[config.mk]
export PLATFORM = sky130hd
export DESIGN_NAME = cable_driver_ctrl
export DESIGN_NICKNAME = d
export VERILOG_FILES = /design/src/core/cable_driver_pkg.sv /design/src/core/smbus_target.sv /design/src/core/cable_driver_ctrl.sv
export VERILOG_INCLUDE_DIRS = /design/src /design/src/core
export SDC_FILE = /design/constraint.sdc
export NUM_CORES = 1
export LEC_CHECK = 0
export BUFFER_PORTS_ARGS = -buffer_cell sky130_fd_sc_hd__buf_2
export CAP_MARGIN = 25
export CORE_MARGIN = 1.5
export CORE_UTILIZATION = 50
export DETAILED_ROUTE_END_ITERATION = 8
export PLACE_DENSITY = 0.73
export SYNTH_ARGS = -nofsm -noshare
export SYNTH_HDL_FRONTEND = slang
export SYNTH_SLANG_ARGS = --single-unit
[constraint.sdc]
create_clock -name ref_clk_i -period 3.8 [get_ports ref_clk_i]
set_input_delay 0.76 -clock ref_clk_i [delete_from_list [all_inputs] [get_ports ref_clk_i]]
set_output_delay 0.76 -clock ref_clk_i [all_outputs]
set_load 0.01 [all_outputs]
[src/core/cable_driver_params.svh]
/*
 * Offsets, fields, reset values and bus codes of the cable driver control.
 * Assumes inclusion by bare name; definitions only.
 */
`ifndef CABLE_DRIVER_PARAMS_SVH
`define CABLE_DRIVER_PARAMS_SVH

// Byte offsets; management register n sits at 4n
`define OFS_CTRL            8'h00
`define OFS_TRIM            8'h04
`define OFS_STATUS          8'h08
`define OFS_BUSADDR         8'h0C

// Control register fields
`define CTRL_SLOW_EDGE      0
`define CTRL_LOS_MUTE       1
`define CTRL_LOS_PWRDN      2
`define CTRL_MASK_LOS       3
`define CTRL_MASK_TERM      4
`define CTRL_WIDTH          5

// Status register fields
`define STAT_LOS            0
`define STAT_TERM           1
`define STAT_CHAIN          2
`define STAT_FAULT          3
`define STAT_DRIVER_ON      4
`define STAT_SLOW_EDGE      5

// Reset values
`define CTRL_RESET          5'h00
`define TRIM_RESET          6'h00
`define BUSADDR_RESET       7'h17

// Trim: signed 5 mV steps, limit 10 % of 800 mV
`define TRIM_WIDTH          6
`define TRIM_LIMIT          6'h10

// Internal pull levels
`define PULL_CHAIN_RESET    1'h1
`define PULL_ENABLE         1'h1
`define PULL_EDGE_RATE      1'h0

// AXI4-Lite responses
`define RESP_OKAY           2'h0
`define RESP_SLVERR         2'h2

`endif

[src/core/cable_driver_pkg.sv]
/*
 * Types shared by the cable driver control logic and its management bus target.
 * Assumes nothing beyond a SystemVerilog compiler.
 */
package cable_driver_pkg;

    typedef enum logic [5:0] {
        SMB_IDLE   = 6'b000001,
        SMB_ADDR   = 6'b000010,
        SMB_CMD    = 6'b000100,
        SMB_WDAT   = 6'b001000,
        SMB_RDAT   = 6'b010000,
        SMB_IGNORE = 6'b100000
    } smb_state_t;

    typedef struct packed {
        logic       valid;
        logic [7:0] idx;
        logic [7:0] data;
    } smb_wr_t;

    typedef struct packed {
        logic input_signal_loss;
        logic term;
        logic enable;
        logic edge_rate;
        logic chain_reset_n;
    } pin_level_t;

endpackage

[src/core/smbus_target.sv]
/*
 * Management bus target: start/stop detection, address match, command byte, byte writes and reads.
 * Assumes SCL and SDA are asynchronous and far slower than ref_clk_i; SDA is pulled up outside.
 */
module smbus_target (
    // Clock and reset
    input  wire logic                     ref_clk_i,
    input  wire logic                     rst_n_i,
    // Bus pins
    input  wire logic                     scl_i,
    input  wire logic                     sda_i,
    output logic                          sda_oe_o,
    // Register side
    input  wire logic [6:0]               bus_addr_i,
    input  wire logic [7:0]               rdata_i,
    output logic [7:0]                    idx_o,
    output cable_driver_pkg::smb_wr_t     wr_o
);
    import cable_driver_pkg::*;

    logic [1:0] scl_sync_reg;
    logic [1:0] sda_sync_reg;
    logic       scl_d_reg;
    logic       sda_d_reg;
    smb_state_t state_reg;
    logic [3:0] cnt_reg;
    logic [7:0] shift_reg;
    logic [7:0] idx_reg;
    logic [7:0] rd_reg;
    logic       rw_reg;
    logic       oe_reg;
    smb_wr_t    wr_reg;
    logic       scl_rise;
    logic       scl_fall;
    logic       start_seen;
    logic       stop_seen;

    // Reset to the idle bus level so no false start follows
    always_ff @(posedge ref_clk_i or negedge rst_n_i) begin
        if (!rst_n_i) begin
            scl_sync_reg <= 2'h3;
            sda_sync_reg <= 2'h3;
            scl_d_reg    <= 1'h1;
            sda_d_reg    <= 1'h1;
        end else begin
            scl_sync_reg <= {scl_sync_reg[0], scl_i};
            sda_sync_reg <= {sda_sync_reg[0], sda_i};
            scl_d_reg    <= scl_sync_reg[1];
            sda_d_reg    <= sda_sync_reg[1];
        end
    end

    assign scl_rise   = scl_sync_reg[1] & ~scl_d_reg;
    assign scl_fall   = ~scl_sync_reg[1] & scl_d_reg;
    assign start_seen = scl_sync_reg[1] & scl_d_reg & sda_d_reg & ~sda_sync_reg[1];
    assign stop_seen  = scl_sync_reg[1] & scl_d_reg & ~sda_d_reg & sda_sync_reg[1];

    always_ff @(posedge ref_clk_i or negedge rst_n_i) begin
        if (!rst_n_i) begin
            state_reg <= SMB_IDLE;
            cnt_reg   <= 4'h0;
            shift_reg <= 8'h00;
            idx_reg   <= 8'h00;
            rd_reg    <= 8'h00;
            rw_reg    <= 1'h0;
            oe_reg    <= 1'h0;
            wr_reg    <= '0;
        end else begin
            wr_reg.valid <= 1'h0;
            if (start_seen) begin
                state_reg <= SMB_ADDR;
                cnt_reg   <= 4'h0;
                oe_reg    <= 1'h0;
            end else if (stop_seen) begin
                state_reg <= SMB_IDLE;
                oe_reg    <= 1'h0;
            end else if (scl_rise) begin
                cnt_reg   <= cnt_reg + 4'h1;
                shift_reg <= {shift_reg[6:0], sda_sync_reg[1]};
            end else if (scl_fall) begin
                if (cnt_reg == 4'h8) begin
                    // Acknowledge phase: pull low only, never drive high
                    case (state_reg)
                        SMB_ADDR: begin
                            rw_reg <= shift_reg[0];
                            if (shift_reg[7:1] == bus_addr_i) begin
                                oe_reg <= 1'h1;
                            end else begin
                                state_reg <= SMB_IGNORE;
                            end
                        end
                        SMB_CMD: begin
                            oe_reg  <= 1'h1;
                            idx_reg <= shift_reg;
                        end
                        SMB_WDAT: begin
                            oe_reg <= 1'h1;
                            wr_reg <= '{valid: 1'h1, idx: idx_reg, data: shift_reg};
                        end
                        SMB_RDAT: oe_reg <= 1'h0;
                        default: ;
                    endcase
                end else if (cnt_reg == 4'h9) begin
                    cnt_reg <= 4'h0;
                    oe_reg  <= 1'h0;
                    case (state_reg)
                        SMB_ADDR: begin
                            if (rw_reg) begin
                                state_reg <= SMB_RDAT;
                                rd_reg    <= rdata_i;
                                oe_reg    <= ~rdata_i[7];
                            end else begin
                                state_reg <= SMB_CMD;
                            end
                        end
                        SMB_CMD: state_reg <= SMB_WDAT;
                        SMB_WDAT: idx_reg <= idx_reg + 8'h01;
                        SMB_RDAT: begin
                            // One byte per read; a host ACK still steps the index
                            state_reg <= SMB_IGNORE;
                            if (!shift_reg[0]) begin
                                idx_reg <= idx_reg + 8'h01;
                            end
                        end
                        default: ;
                    endcase
                end else if (state_reg == SMB_RDAT) begin
                    oe_reg <= ~rd_reg[6];
                    rd_reg <= {rd_reg[6:0], 1'h1};
                end
            end
        end
    end

    assign sda_oe_o = oe_reg;
    assign idx_o    = idx_reg;
    assign wr_o     = wr_reg;

endmodule // smbus_target

[src/core/cable_driver_ctrl.sv]
/*
 * Control and status logic of a serial-video cable driver: chained reset, driver enable,
 * edge-rate choice, open-drain fault flag, amplitude trim and status over AXI4-Lite and the management bus.
 * Assumes pins are asynchronous to ref_clk_i; each pulled pin comes
 * with a flag that is high while undriven; open-drain lines are pulled up outside.
 */
//
// Contract
// - Low reset input holds configuration at defaults
// - Reset input pulled up when undriven
// - Low reset input forces chain output low
// - Register 0 write sets chain output
// - Low enable powers off output driver
// - Enable input pulled up when undriven
// - High edge select gives slow edges
// - Low edge select gives fast edges
// - Edge select pulled down when undriven
// - Fault flag low on loss or termination
// - Fault flag open drain, wire-OR capable
// - Data line only pulls low
// - Clock line input only
// - Amplitude trim plus/minus ten percent, 5 mV steps
// - Loss and cable status readable
// - Bus address 0x17, changeable
// - Each fault source maskable from flag
// - Register edge bit works only with pin low
// - Signal loss adds offset or mutes
//
`include "cable_driver_params.svh"

module cable_driver_ctrl (
    // Clock and reset
    input  wire logic                 ref_clk_i,
    input  wire logic                 rst_n_i,
    // Strap-like pins with their undriven flags
    input  wire logic                 chain_reset_in_n_i,
    input  wire logic                 chain_reset_in_float_i,
    input  wire logic                 driver_enable_i,
    input  wire logic                 driver_enable_float_i,
    input  wire logic                 edge_rate_select_i,
    input  wire logic                 edge_rate_select_float_i,
    // Detector inputs
    input  wire logic                 input_signal_loss_i,
    input  wire logic                 term_fault_i,
    // Management bus pins
    input  wire logic                 scl_i,
    input  wire logic                 sda_i,
    output logic                      sda_o,
    output logic                      sda_oe_o,
    // Fault flag, open drain
    output logic                      fault_o,
    output logic                      fault_oe_o,
    // Chain and analog controls
    output logic                      chain_release_out_o,
    output logic                      driver_on_o,
    output logic                      slow_edge_o,
    output logic                      los_offset_o,
    output logic                      los_mute_o,
    output logic [`TRIM_WIDTH-1:0]    amplitude_trim_o,
    // AXI4-Lite write address
    input  wire logic [7:0]           s_axi_awaddr_i,
    input  wire logic                 s_axi_awvalid_i,
    output logic                      s_axi_awready_o,
    // AXI4-Lite write data
    input  wire logic [31:0]          s_axi_wdata_i,
    input  wire logic [3:0]           s_axi_wstrb_i,
    input  wire logic                 s_axi_wvalid_i,
    output logic                      s_axi_wready_o,
    // AXI4-Lite write response
    output logic [1:0]                s_axi_bresp_o,
    output logic                      s_axi_bvalid_o,
    input  wire logic                 s_axi_bready_i,
    // AXI4-Lite read address
    input  wire logic [7:0]           s_axi_araddr_i,
    input  wire logic                 s_axi_arvalid_i,
    output logic                      s_axi_arready_o,
    // AXI4-Lite read data
    output logic [31:0]               s_axi_rdata_o,
    output logic [1:0]                s_axi_rresp_o,
    output logic                      s_axi_rvalid_o,
    input  wire logic                 s_axi_rready_i
);
    import cable_driver_pkg::*;

    logic [9:0]              sync1_reg;
    logic [9:0]              sync2_reg;
    pin_level_t              pins;
    logic [`CTRL_WIDTH-1:0]  ctrl_reg;
    logic [`TRIM_WIDTH-1:0]  trim_reg;
    logic [6:0]              busaddr_reg;
    logic                    chain_reg;
    logic                    fault_reg;
    logic                    driver_on_reg;
    logic                    slow_edge_reg;
    logic                    mute_reg;
    logic                    offset_reg;
    logic [7:0]              aw_addr_reg;
    logic                    aw_have_reg;
    logic [7:0]              w_data_reg;
    logic                    w_strb_reg;
    logic                    w_have_reg;
    logic                    bvalid_reg;
    logic [1:0]              bresp_reg;
    logic                    rvalid_reg;
    logic [1:0]              rresp_reg;
    logic [31:0]             rdata_reg;
    smb_wr_t                 smb_wr;
    logic [7:0]              smb_idx;
    logic [7:0]              smb_rdata;
    logic                    axi_wr;
    logic                    wr_en;
    logic [7:0]              wr_addr;
    logic [7:0]              wr_data;
    logic                    wr_lane;
    logic                    fault_active;

    // True for the four mapped word offsets
    function automatic logic is_mapped(input logic [7:0] addr);
        return (addr == `OFS_CTRL) || (addr == `OFS_TRIM) || (addr == `OFS_STATUS) || (addr == `OFS_BUSADDR);
    endfunction

    // Undriven pin reads as its internal pull
    function automatic logic pin_level(input logic val, input logic floating, input logic pull);
        return floating ? pull : val;
    endfunction

    // Clamp to plus or minus TRIM_LIMIT steps
    function automatic logic [`TRIM_WIDTH-1:0] clamp_trim(input logic [`TRIM_WIDTH-1:0] v);
        logic signed [`TRIM_WIDTH-1:0] s;
        logic signed [`TRIM_WIDTH-1:0] lim;
        s   = v;
        lim = `TRIM_LIMIT;
        if (s > lim) begin
            return lim;
        end else if (s < -lim) begin
            return -lim;
        end
        return v;
    endfunction

    // Register read view shared by both buses
    function automatic logic [7:0] read_reg(input logic [7:0] addr);
        logic [7:0] v;
        v = 8'h00;
        case (addr)
            `OFS_CTRL:    v = {3'h0, ctrl_reg};
            `OFS_TRIM:    v = {2'h0, trim_reg};
            `OFS_STATUS: begin
                v[`STAT_LOS]       = pins.input_signal_loss;
                v[`STAT_TERM]      = pins.term;
                v[`STAT_CHAIN]     = chain_reg;
                v[`STAT_FAULT]     = fault_reg;
                v[`STAT_DRIVER_ON] = driver_on_reg;
                v[`STAT_SLOW_EDGE] = slow_edge_reg;
            end
            `OFS_BUSADDR: v = {1'h0, busaddr_reg};
            default:      v = 8'h00;
        endcase
        return v;
    endfunction

    // Two-stage synchroniser; reset to idle pin levels so no false pin reset follows
    always_ff @(posedge ref_clk_i or negedge rst_n_i) begin
        if (!rst_n_i) begin
            sync1_reg <= 10'h280;
            sync2_reg <= 10'h280;
        end else begin
            sync1_reg <= {chain_reset_in_n_i, chain_reset_in_float_i, driver_enable_i, driver_enable_float_i,
                          edge_rate_select_i, edge_rate_select_float_i, input_signal_loss_i, term_fault_i,
                          2'h0};
            sync2_reg <= sync1_reg;
        end
    end

    assign pins.chain_reset_n = pin_level(sync2_reg[9], sync2_reg[8], `PULL_CHAIN_RESET);
    assign pins.enable        = pin_level(sync2_reg[7], sync2_reg[6], `PULL_ENABLE);
    assign pins.edge_rate     = pin_level(sync2_reg[5], sync2_reg[4], `PULL_EDGE_RATE);
    assign pins.input_signal_loss           = sync2_reg[3];
    assign pins.term          = sync2_reg[2];

    smbus_target u_smbus_target (
        .ref_clk_i  (ref_clk_i),
        .rst_n_i    (rst_n_i),
        .scl_i      (scl_i),
        .sda_i      (sda_i),
        .sda_oe_o   (sda_oe_o),
        .bus_addr_i (busaddr_reg),
        .rdata_i    (smb_rdata),
        .idx_o      (smb_idx),
        .wr_o       (smb_wr)
    );

    // Management register n is byte offset 4n
    assign smb_rdata = read_reg({smb_idx[5:0], 2'h0});
    assign sda_o     = 1'h0;

    // One shared write port; a management write wins and the AXI write waits a cycle
    assign axi_wr  = aw_have_reg && w_have_reg && !bvalid_reg && !smb_wr.valid;
    assign wr_en   = smb_wr.valid || axi_wr;
    assign wr_addr = smb_wr.valid ? {smb_wr.idx[5:0], 2'h0} : aw_addr_reg;
    assign wr_data = smb_wr.valid ? smb_wr.data : w_data_reg;
    assign wr_lane = smb_wr.valid || w_strb_reg;

    // Configuration registers; a low chain reset input holds every one at its default
    always_ff @(posedge ref_clk_i or negedge rst_n_i) begin
        if (!rst_n_i) begin
            ctrl_reg    <= `CTRL_RESET;
            trim_reg    <= `TRIM_RESET;
            busaddr_reg <= `BUSADDR_RESET;
        end else if (!pins.chain_reset_n) begin
            ctrl_reg    <= `CTRL_RESET;
            trim_reg    <= `TRIM_RESET;
            busaddr_reg <= `BUSADDR_RESET;
        end else if (wr_en && wr_lane) begin
            case (wr_addr)
                `OFS_CTRL:    ctrl_reg    <= wr_data[`CTRL_WIDTH-1:0];
                `OFS_TRIM:    trim_reg    <= clamp_trim(wr_data[`TRIM_WIDTH-1:0]);
                `OFS_BUSADDR: busaddr_reg <= wr_data[6:0];
                default: ;
            endcase
        end
    end

    // Chain output: set by any write to offset zero, cleared by the pin
    always_ff @(posedge ref_clk_i or negedge rst_n_i) begin
        if (!rst_n_i) begin
            chain_reg <= 1'h0;
        end else if (!pins.chain_reset_n) begin
            chain_reg <= 1'h0;
        end else if (wr_en && (wr_addr == `OFS_CTRL)) begin
            chain_reg <= 1'h1;
        end
    end

    assign fault_active = (pins.input_signal_loss  && !ctrl_reg[`CTRL_MASK_LOS]) ||
                          (pins.term && !ctrl_reg[`CTRL_MASK_TERM]);

    // Analog controls and flag, all registered so they cannot glitch
    always_ff @(posedge ref_clk_i or negedge rst_n_i) begin
        if (!rst_n_i) begin
            fault_reg     <= 1'h0;
            driver_on_reg <= 1'h1;
            slow_edge_reg <= 1'h0;
            mute_reg      <= 1'h0;
            offset_reg    <= 1'h0;
        end else begin
            fault_reg     <= fault_active;
            // Loss powers down only when enabled
            driver_on_reg <= pins.enable && !(pins.input_signal_loss && ctrl_reg[`CTRL_LOS_PWRDN]);
            // Register bit counts only while the pin is low
            slow_edge_reg <= pins.edge_rate ? 1'h1 : ctrl_reg[`CTRL_SLOW_EDGE];
            mute_reg      <= pins.input_signal_loss && ctrl_reg[`CTRL_LOS_MUTE];
            offset_reg    <= pins.input_signal_loss && !ctrl_reg[`CTRL_LOS_MUTE];
        end
    end

    // AW and W taken independently; response follows both
    always_ff @(posedge ref_clk_i or negedge rst_n_i) begin
        if (!rst_n_i) begin
            aw_have_reg <= 1'h0;
            aw_addr_reg <= 8'h00;
        end else if (s_axi_awvalid_i && s_axi_awready_o) begin
            aw_have_reg <= 1'h1;
            aw_addr_reg <= {s_axi_awaddr_i[7:2], 2'h0};
        end else if (axi_wr) begin
            aw_have_reg <= 1'h0;
        end
    end

    always_ff @(posedge ref_clk_i or negedge rst_n_i) begin
        if (!rst_n_i) begin
            w_have_reg <= 1'h0;
            w_data_reg <= 8'h00;
            w_strb_reg <= 1'h0;
        end else if (s_axi_wvalid_i && s_axi_wready_o) begin
            w_have_reg <= 1'h1;
            w_data_reg <= s_axi_wdata_i[7:0];
            w_strb_reg <= s_axi_wstrb_i[0];
        end else if (axi_wr) begin
            w_have_reg <= 1'h0;
        end
    end

    always_ff @(posedge ref_clk_i or negedge rst_n_i) begin
        if (!rst_n_i) begin
            bvalid_reg <= 1'h0;
            bresp_reg  <= `RESP_OKAY;
        end else if (axi_wr) begin
            bvalid_reg <= 1'h1;
            bresp_reg  <= is_mapped(aw_addr_reg) ? `RESP_OKAY : `RESP_SLVERR;
        end else if (s_axi_bready_i) begin
            bvalid_reg <= 1'h0;
        end
    end

    always_ff @(posedge ref_clk_i or negedge rst_n_i) begin
        if (!rst_n_i) begin
            rvalid_reg <= 1'h0;
            rresp_reg  <= `RESP_OKAY;
            rdata_reg  <= 32'h0000_0000;
        end else if (s_axi_arvalid_i && s_axi_arready_o) begin
            rvalid_reg <= 1'h1;
            rresp_reg  <= is_mapped({s_axi_araddr_i[7:2], 2'h0}) ? `RESP_OKAY : `RESP_SLVERR;
            rdata_reg  <= {24'h00_0000, read_reg({s_axi_araddr_i[7:2], 2'h0})};
        end else if (s_axi_rready_i) begin
            rvalid_reg <= 1'h0;
        end
    end

    assign s_axi_awready_o = !aw_have_reg;
    assign s_axi_wready_o  = !w_have_reg;
    assign s_axi_bvalid_o  = bvalid_reg;
    assign s_axi_bresp_o   = bresp_reg;
    assign s_axi_arready_o = !rvalid_reg;
    assign s_axi_rvalid_o  = rvalid_reg;
    assign s_axi_rresp_o   = rresp_reg;
    assign s_axi_rdata_o   = rdata_reg;

    // Flag only ever pulls low so several drivers can share one line
    assign fault_o             = 1'h0;
    assign fault_oe_o          = fault_reg;
    assign chain_release_out_o = chain_reg;
    assign driver_on_o         = driver_on_reg;
    assign slow_edge_o         = slow_edge_reg;
    assign los_mute_o          = mute_reg;
    assign los_offset_o        = offset_reg;
    assign amplitude_trim_o    = trim_reg;
    // Clock pin is only sampled, there is no output for it

endmodule // cable_driver_ctrl

==> flow_metrics.tcl, run 1 <==
set metrics [dict create \
    synth_seq_cells 120 \
    grtUsageMet3_pct 5.358 \
    synthMuxAreaShare_pct 11.38 \
    path_max_fanout 17 \
    synth_edf_count 0 \
    gr-total-overflow 0 \
    wire_per_inst_microns 17.02 \
    outcome "completed" \
    drt_iter0_markers 302 \
    pin_count 125 \
    syn_area_sq_um 5803 \
    syn_area_per_cell_sq_um 10.97 \
    htree_levels 4 \
    synth-compound-area-share_pct 11.77 \
    end_kind "register" \
    numPortBuffers 63 \
    syn_to_final_growth_pct 16.00 \
    ctsRootBufferMaster "clkbuf_16" \
    numCtsBuffers 17 \
    route.detailed.drc 0 \
    place_hpwl_microns 8847 \
    tritoncts "built" \
    max_freq_mhz 374.9 \
    grt_pass1_wl_microns 21690 \
    ir_worst_vdd_v 0.0004010 \
    ant_nets 0 \
    cp.required_ns 4.10 \
    clkTransAtPathRegs_ns 0.06 \
    skew_ns 0.007993 \
    yosysUniqueCellTypes 61 \
    post_cts_buffers 0 \
    cts_resized 0 \
    synth_simple_gate_area_share_pct 15.72 \
    initial_utilization_pct 51.04 \
    grt_max_degree 71 \
    clock_path_buffers 2 \
    stdcell_count 751 \
    clk_latency_ns 0.42 \
    synthCells 529 \
    clock-sinks 120 \
    core_area_sq_um 11370 \
    fin_nets 671 \
    synth_area_leader_cell "dfrtp_1" \
    drtPass1Iterations 6 \
    largest_reg_flops 14 \
    fin_crit_ns 2.667 \
    gp_congestion 0.8572 \
    vias 4272 \
    vias_per_cell 5.688 \
    fp.dieH_microns 110.7 \
    place_inst 719 \
    synthAdderAreaFrac_pct 1.509 \
    gr-usage-met2_pct 35.72 \
    start_kind "register" \
    fp.dieArea_sq_um 12260 \
    leakagePower_nw 3.082 \
    antenna_found_initial 0 \
    grt_pass1_vias 4320 \
    synth_top_family_by_area "simple AND/OR/NAND/NOR gates" \
    maxCapViolCount 0 \
    hold_class "register to register" \
    totalPowerFinal_mw 3.723 \
    rsz0062_at_grt "false" \
    cts_hold_buf 0 \
    insertedDiodeCount 0 \
    min_period_over_period_pct 70.19 \
    grt_usage_pct 22.19 \
    use_met1_pct 28.98 \
    reg2reg_slack_ns 1.13 \
    rows 39 \
    yosysMostFrequentCell "dfrtp_1" \
    synth.top_cell.area_share_pct 44.85 \
    p_per_area_nw_per_um2 553.1 \
    hold_viol 0 \
    fin_setup_tns_ns 0 \
    path_class "register to register" \
    yosysWarningCount 0 \
    busiest_layer "met2" \
    setup_viol 0 \
    tightest_slew_ns 0.9004 \
    drv_slew 0 \
    yosysSeqAreaShare_pct 52.09 \
    synthArstFlopShare_pct 100.0 \
    totalWireLength_microns 12780 \
    die_w_microns 110.7 \
    synth_xor_area_share_pct 1.509 \
    drive_above_1_share_pct 24.01 \
    synth_common_cells "104 x dfrtp_1, 71 x nand2_1, 34 x nor2_1" \
    synthFlopType "dfrtp_1" \
    timing.slew.headroom_pct 39.97 \
    arrival_ns 2.96 \
    synth_area_leaders "dfrtp_1 45%, dfstp_2 7.2%, nand2_1 4.6%, mux2_1 3.9%, buf_4 3.8%" \
]
[metrics by stage]
step / hold slack, ns / area (sq um) / worst slack (ns) / utilization (%)
floorplan: 0.3312 / 5908 / 1.808 / -
global placement: 0.3316 / 6143 / 1.258 / 54.03
detailed placement: 0.3355 / 6143 / 1.172 / 54.03
CTS: 0.3484 / 6731 / 1.134 / 59.21
global route: 0.3579 / 6731 / 0.9116 / 59.21
finish: 0.3471 / 6731 / 1.133 / 59.21
[layer usage]
metal  share of wire (%)  wire [microns]
met3                 6.0             773
met4                 2.0             261
met1                  44            5560
met5                   0               0
met2                  48            6186
[path summary, 6_finish.rpt]
path | startpoint | endpoint | cells past startpoint
worst max register to register | u_smbus_target.cnt_reg[0] | u_smbus_target.wr_o[2] | 6
worst min register to register | sync1_reg[5] | sync2_reg[5] | 0
worst min-delay path | sync1_reg[5] | sync2_reg[5] | 0
max in group asynchronous | rst_n_i | driver_on_o | 2
worst max-delay path | u_smbus_target.cnt_reg[0] | u_smbus_target.wr_o[2] | 6
min in group asynchronous | rst_n_i | u_smbus_target.cnt_reg[1] | 1
[cell families after synthesis]
kind of cell             Yosys count
adder cells (fa/ha/maj)            7
XOR/XNOR                          10
other                              1
AO/OA/AOI/OAI                     99
AND/OR/NAND/NOR                  176
buffers and inverters             61
multiplexers                      55
flip-flops                       120
[layout by cell type (no fill, tap or decap), types with 5 or more instances in the layout]
cell / instances
a211oi_1: 6
a21oi_1: 18
a22o_1: 10
and2_1: 7
buf_2: 62
clkbuf_16: 17
conb_1: 29
dfrtp_1: 104
dfstp_2: 16
ha_1: 7
inv_1: 14
mux2_1: 20
mux2_2: 12
mux2i_1: 16
mux4_2: 5
nand2_1: 71
nand3_1: 16
nor2_1: 34
nor2b_1: 7
nor3_1: 8
o211ai_1: 6
o21ai_0: 15
o21ai_1: 10
xnor2_1: 8
[report_power, final]
group,internal [mW],switching (mW)
Sequential,1.43,0.147
Clock,0.987,0.601
Combinational,0.241,0.312
[critical path, stage by stage, from the launching register on]
cell,delay [ns]
dfrtp_1,0.43
inv_1,0.08
ha_1,0.25
nand3b_1,0.50
nor2_1,0.41
nand3_2,0.41
mux2_1,0.47
[area by class of cell]
| type | instances | area, sq um |
|---|---|---|
| clock buffers | 19 | 442.9 |
| clock inverters | 13 | 145.1 |
| fillers | 912 | 4638 |
| inverters | 15 | 56.30 |
| multi-input cells | 376 | 2540 |
| flip-flops and latches | 120 | 3023 |
| well taps | 143 | 178.9 |
| repair buffers | 65 | 345.3 |
Power figures use the tool's default switching activity.
==> inputs of run 2 (changes only) <==
--- a/config.mk
+++ b/config.mk
@@ -6,12 +6,13 @@
 export SDC_FILE = /design/constraint.sdc
 export NUM_CORES = 1
 export LEC_CHECK = 0
+export ABC_AREA = 1
 export BUFFER_PORTS_ARGS = -buffer_cell sky130_fd_sc_hd__buf_2
 export CAP_MARGIN = 25
 export CORE_MARGIN = 1.5
 export CORE_UTILIZATION = 50
 export DETAILED_ROUTE_END_ITERATION = 8
-export PLACE_DENSITY = 0.73
+export PLACE_DENSITY = 0.76
 export SYNTH_ARGS = -nofsm -noshare
 export SYNTH_HDL_FRONTEND = slang
 export SYNTH_SLANG_ARGS = --single-unit
==> constraint.sdc (replaced) <==
create_clock -name ref_clk_i -period 2.4 [get_ports ref_clk_i]
set_input_delay 0.48 -clock ref_clk_i [delete_from_list [all_inputs] [get_ports ref_clk_i]]
set_output_delay 0.48 -clock ref_clk_i [all_outputs]
set_load 0.01 [all_outputs]
==> flow_metrics.tcl, run 2 <==
set metrics [dict create \
    end_kind "register" \
    timing.slew.headroom_pct 56.43 \
    clk_latency_ns 0.43 \
    syn_area_sq_um 6157 \
    yosysMostFrequentCell "nand2_1" \
    grt_pass1_vias 4581 \
    ant_nets 0 \
    reg2reg_slack_ns 0.41 \
    antenna_found_initial 0 \
    gr-total-overflow 0 \
    ir_worst_vdd_v 0.0008155 \
    min_period_over_period_pct 82.98 \
    start_kind "register" \
    vias_per_cell 5.069 \
    syn_area_per_cell_sq_um 8.276 \
    path_class "register to register" \
    synth.top_cell.area_share_pct 42.27 \
    fin_ws_ns 0.4086 \
    drv_slew 0 \
    cp.required_ns 2.70 \
    max_freq_mhz 502.1 \
    grt_usage_pct 21.80 \
    r2r_start "u_smbus_target.cnt_reg[0]" \
    numCtsBuffers 17 \
    tightest_slew_ns 0.6511 \
    hold_viol 0 \
    vias 4952 \
    yosysWarningCount 0 \
    fp.dieH_microns 114.0 \
    critPathMaxStageDelay_ns 0.41 \
    synthArstFlopShare_pct 100.0 \
    drive_above_1_share_pct 20.84 \
    crit_path_start "u_smbus_target.cnt_reg[0]" \
    rows 40 \
    skew_ns 0.01955 \
    post_cts_buffers 0 \
    synth_area_leaders "dfrtp_1 42%, nand2_1 12%, dfstp_2 6.8%, inv_1 5.1%, buf_4 4.3%" \
    wire_per_inst_microns 13.26 \
    grt_pass1_wl_microns 21950 \
    synth_seq_cells 120 \
    synth_edf_count 0 \
    drt_iter0_markers 502 \
    ctsRootBufferMaster "clkbuf_16" \
    fin_setup_tns_ns 0 \
    reg2reg_depth 12 \
    outcome "completed" \
    placed_area_sq_um 6524 \
    grt_max_degree 44 \
    fp.dieArea_sq_um 12990 \
    p_per_area_nw_per_um2 979.7 \
    clock-sinks 120 \
    clock_path_buffers 2 \
    die_w_microns 114.0 \
    yosysUniqueCellTypes 42 \
    worstReg2RegEnd "u_smbus_target.idx_o[5]" \
    hold_class "primary input to asynchronous set/reset pin" \
    arrival_ns 2.30 \
    clkTransAtPathRegs_ns 0.06 \
    leakagePower_nw 3.692 \
    design_area_sq_um 7162 \
    cts_resized 0 \
    syn_to_final_growth_pct 16.32 \
    synth_common_cells "196 x nand2_1, 104 x dfrtp_1, 84 x inv_1" \
    final_cell_mix "196 x nand2_1, 104 x dfrtp_1, 84 x inv_1" \
    synthCells 744 \
    largest_reg_flops 14 \
    core_area_sq_um 12010 \
    pin_count 125 \
    numPortBuffers 63 \
    synthFlopType "dfrtp_1" \
    crit_chain "inv_1 -> ha_1 -> nand3_4 -> buf_4 -> inv_2 -> nand2_1 -> nand2_1 -> inv_1 -> nand2_1 -> inv_1 -> nand2_1 -> nand2_1" \
    cts_hold_buf 0 \
    post-place-ws_ns 0.4128 \
    initial_utilization_pct 51.26 \
    synth_area_leader_cell "dfrtp_1" \
    final_common_cell "nand2_1" \
    fin_nets 893 \
    setup_viol 0 \
    gp_congestion 0.8476 \
    place_hpwl_microns 9366 \
    path_max_fanout 15 \
    cpMostUsedCell "nand2_1" \
    totalWireLength_microns 12950 \
    htree_levels 4 \
    critical_path.slowest_cell "dfrtp_1" \
    insertedDiodeCount 0 \
    tritoncts "built" \
    route.detailed.drc 0 \
    maxCapViolCount 0 \
    rsz0062_at_grt "false" \
    drtPass1Iterations 5 \
    fin_crit_ns 1.991 \
    yosysSeqAreaShare_pct 49.10 \
]
run 2: kinds of logic (layout without fill, tap and decap cells):
| kind of cell | Yosys count | count (layout) | share of synthesized area [%] |
|---|---|---|---|
| mux | 11 | 11 | 2.012 |
| other cells | 1 | 29 | 0.06090 |
| xor+xnor | 8 | 8 | 1.138 |
| fa+ha+maj | 7 | 7 | 1.422 |
| compound gates | 87 | 87 | 8.169 |
| simple gates | 373 | 373 | 27.15 |
| buf+inv | 137 | 195 | 10.95 |
| flops | 120 | 120 | 49.10 |
run 2: worst max-delay path by stage:
stage,to,slack [ns],cells past startpoint
after detailed placement,u_smbus_target.idx_o[5],0.41,12
after global placement,u_smbus_target.idx_o[5],0.43,12
after global routing,u_smbus_target.idx_o[0],0.18,12
after CTS,u_smbus_target.idx_o[5],0.39,12
after floorplan,u_smbus_target.rd_reg[0],0.84,11
final,u_smbus_target.idx_o[5],0.41,12
run 2: critical path: cells and delay by family, from the launching register on:
family | cells | cell delay, ns
buf+inv | 5 | 0.62
fa+ha+maj | 1 | 0.24
simple gates | 6 | 0.63
flops | 1 | 0.41
run 2: per-stage QoR:
stage                     hold WS [ns]  util (%)  power (mW)  instances
after CTS                      0.05721     59.62       7.057        977
final                          0.04444     59.62       7.017        977
after global placement          0.3330     54.31       4.234        945
after global routing           0.07875     59.62       7.421        977
after floorplan                 0.1844         -       3.851        772
after detailed placement        0.3347     54.31       4.287        945
run 2: layout make-up:
cell class / count / area [sq um]
Sequential cell: 120 / 3023
Clock inverter: 15 / 212.7
Multi-Input combinational cell: 515 / 2565
Timing Repair Buffer: 72 / 410.4
Tap cell: 147 / 183.9
Inverter: 91 / 341.6
Clock buffer: 17 / 425.4
Fill cell: 1089 / 4850
run 2: where the power goes:
part	internal (mW)	switching, mW	leakage (nW)	total (mW)
sequential	2.44	0.304	1.51	2.74
combinational	0.593	0.943	1.88	1.54
clock	1.76	0.982	0.307	2.74
total	4.79	2.23	3.69	7.02
run 2: per-layer routing:
layer | share of wire (%) | wire [microns] | vias to the layer above | track usage, %
met3 | 4.3 | 553 | 17 | 5.579
met2 | 48 | 6247 | 130 | 35.18
li1 | - | - | 2475 | -
met5 | 0 | 0 | - | 0
met4 | 1.5 | 190 | 0 | 7.750
met1 | 46 | 5962 | 2330 | 28.65
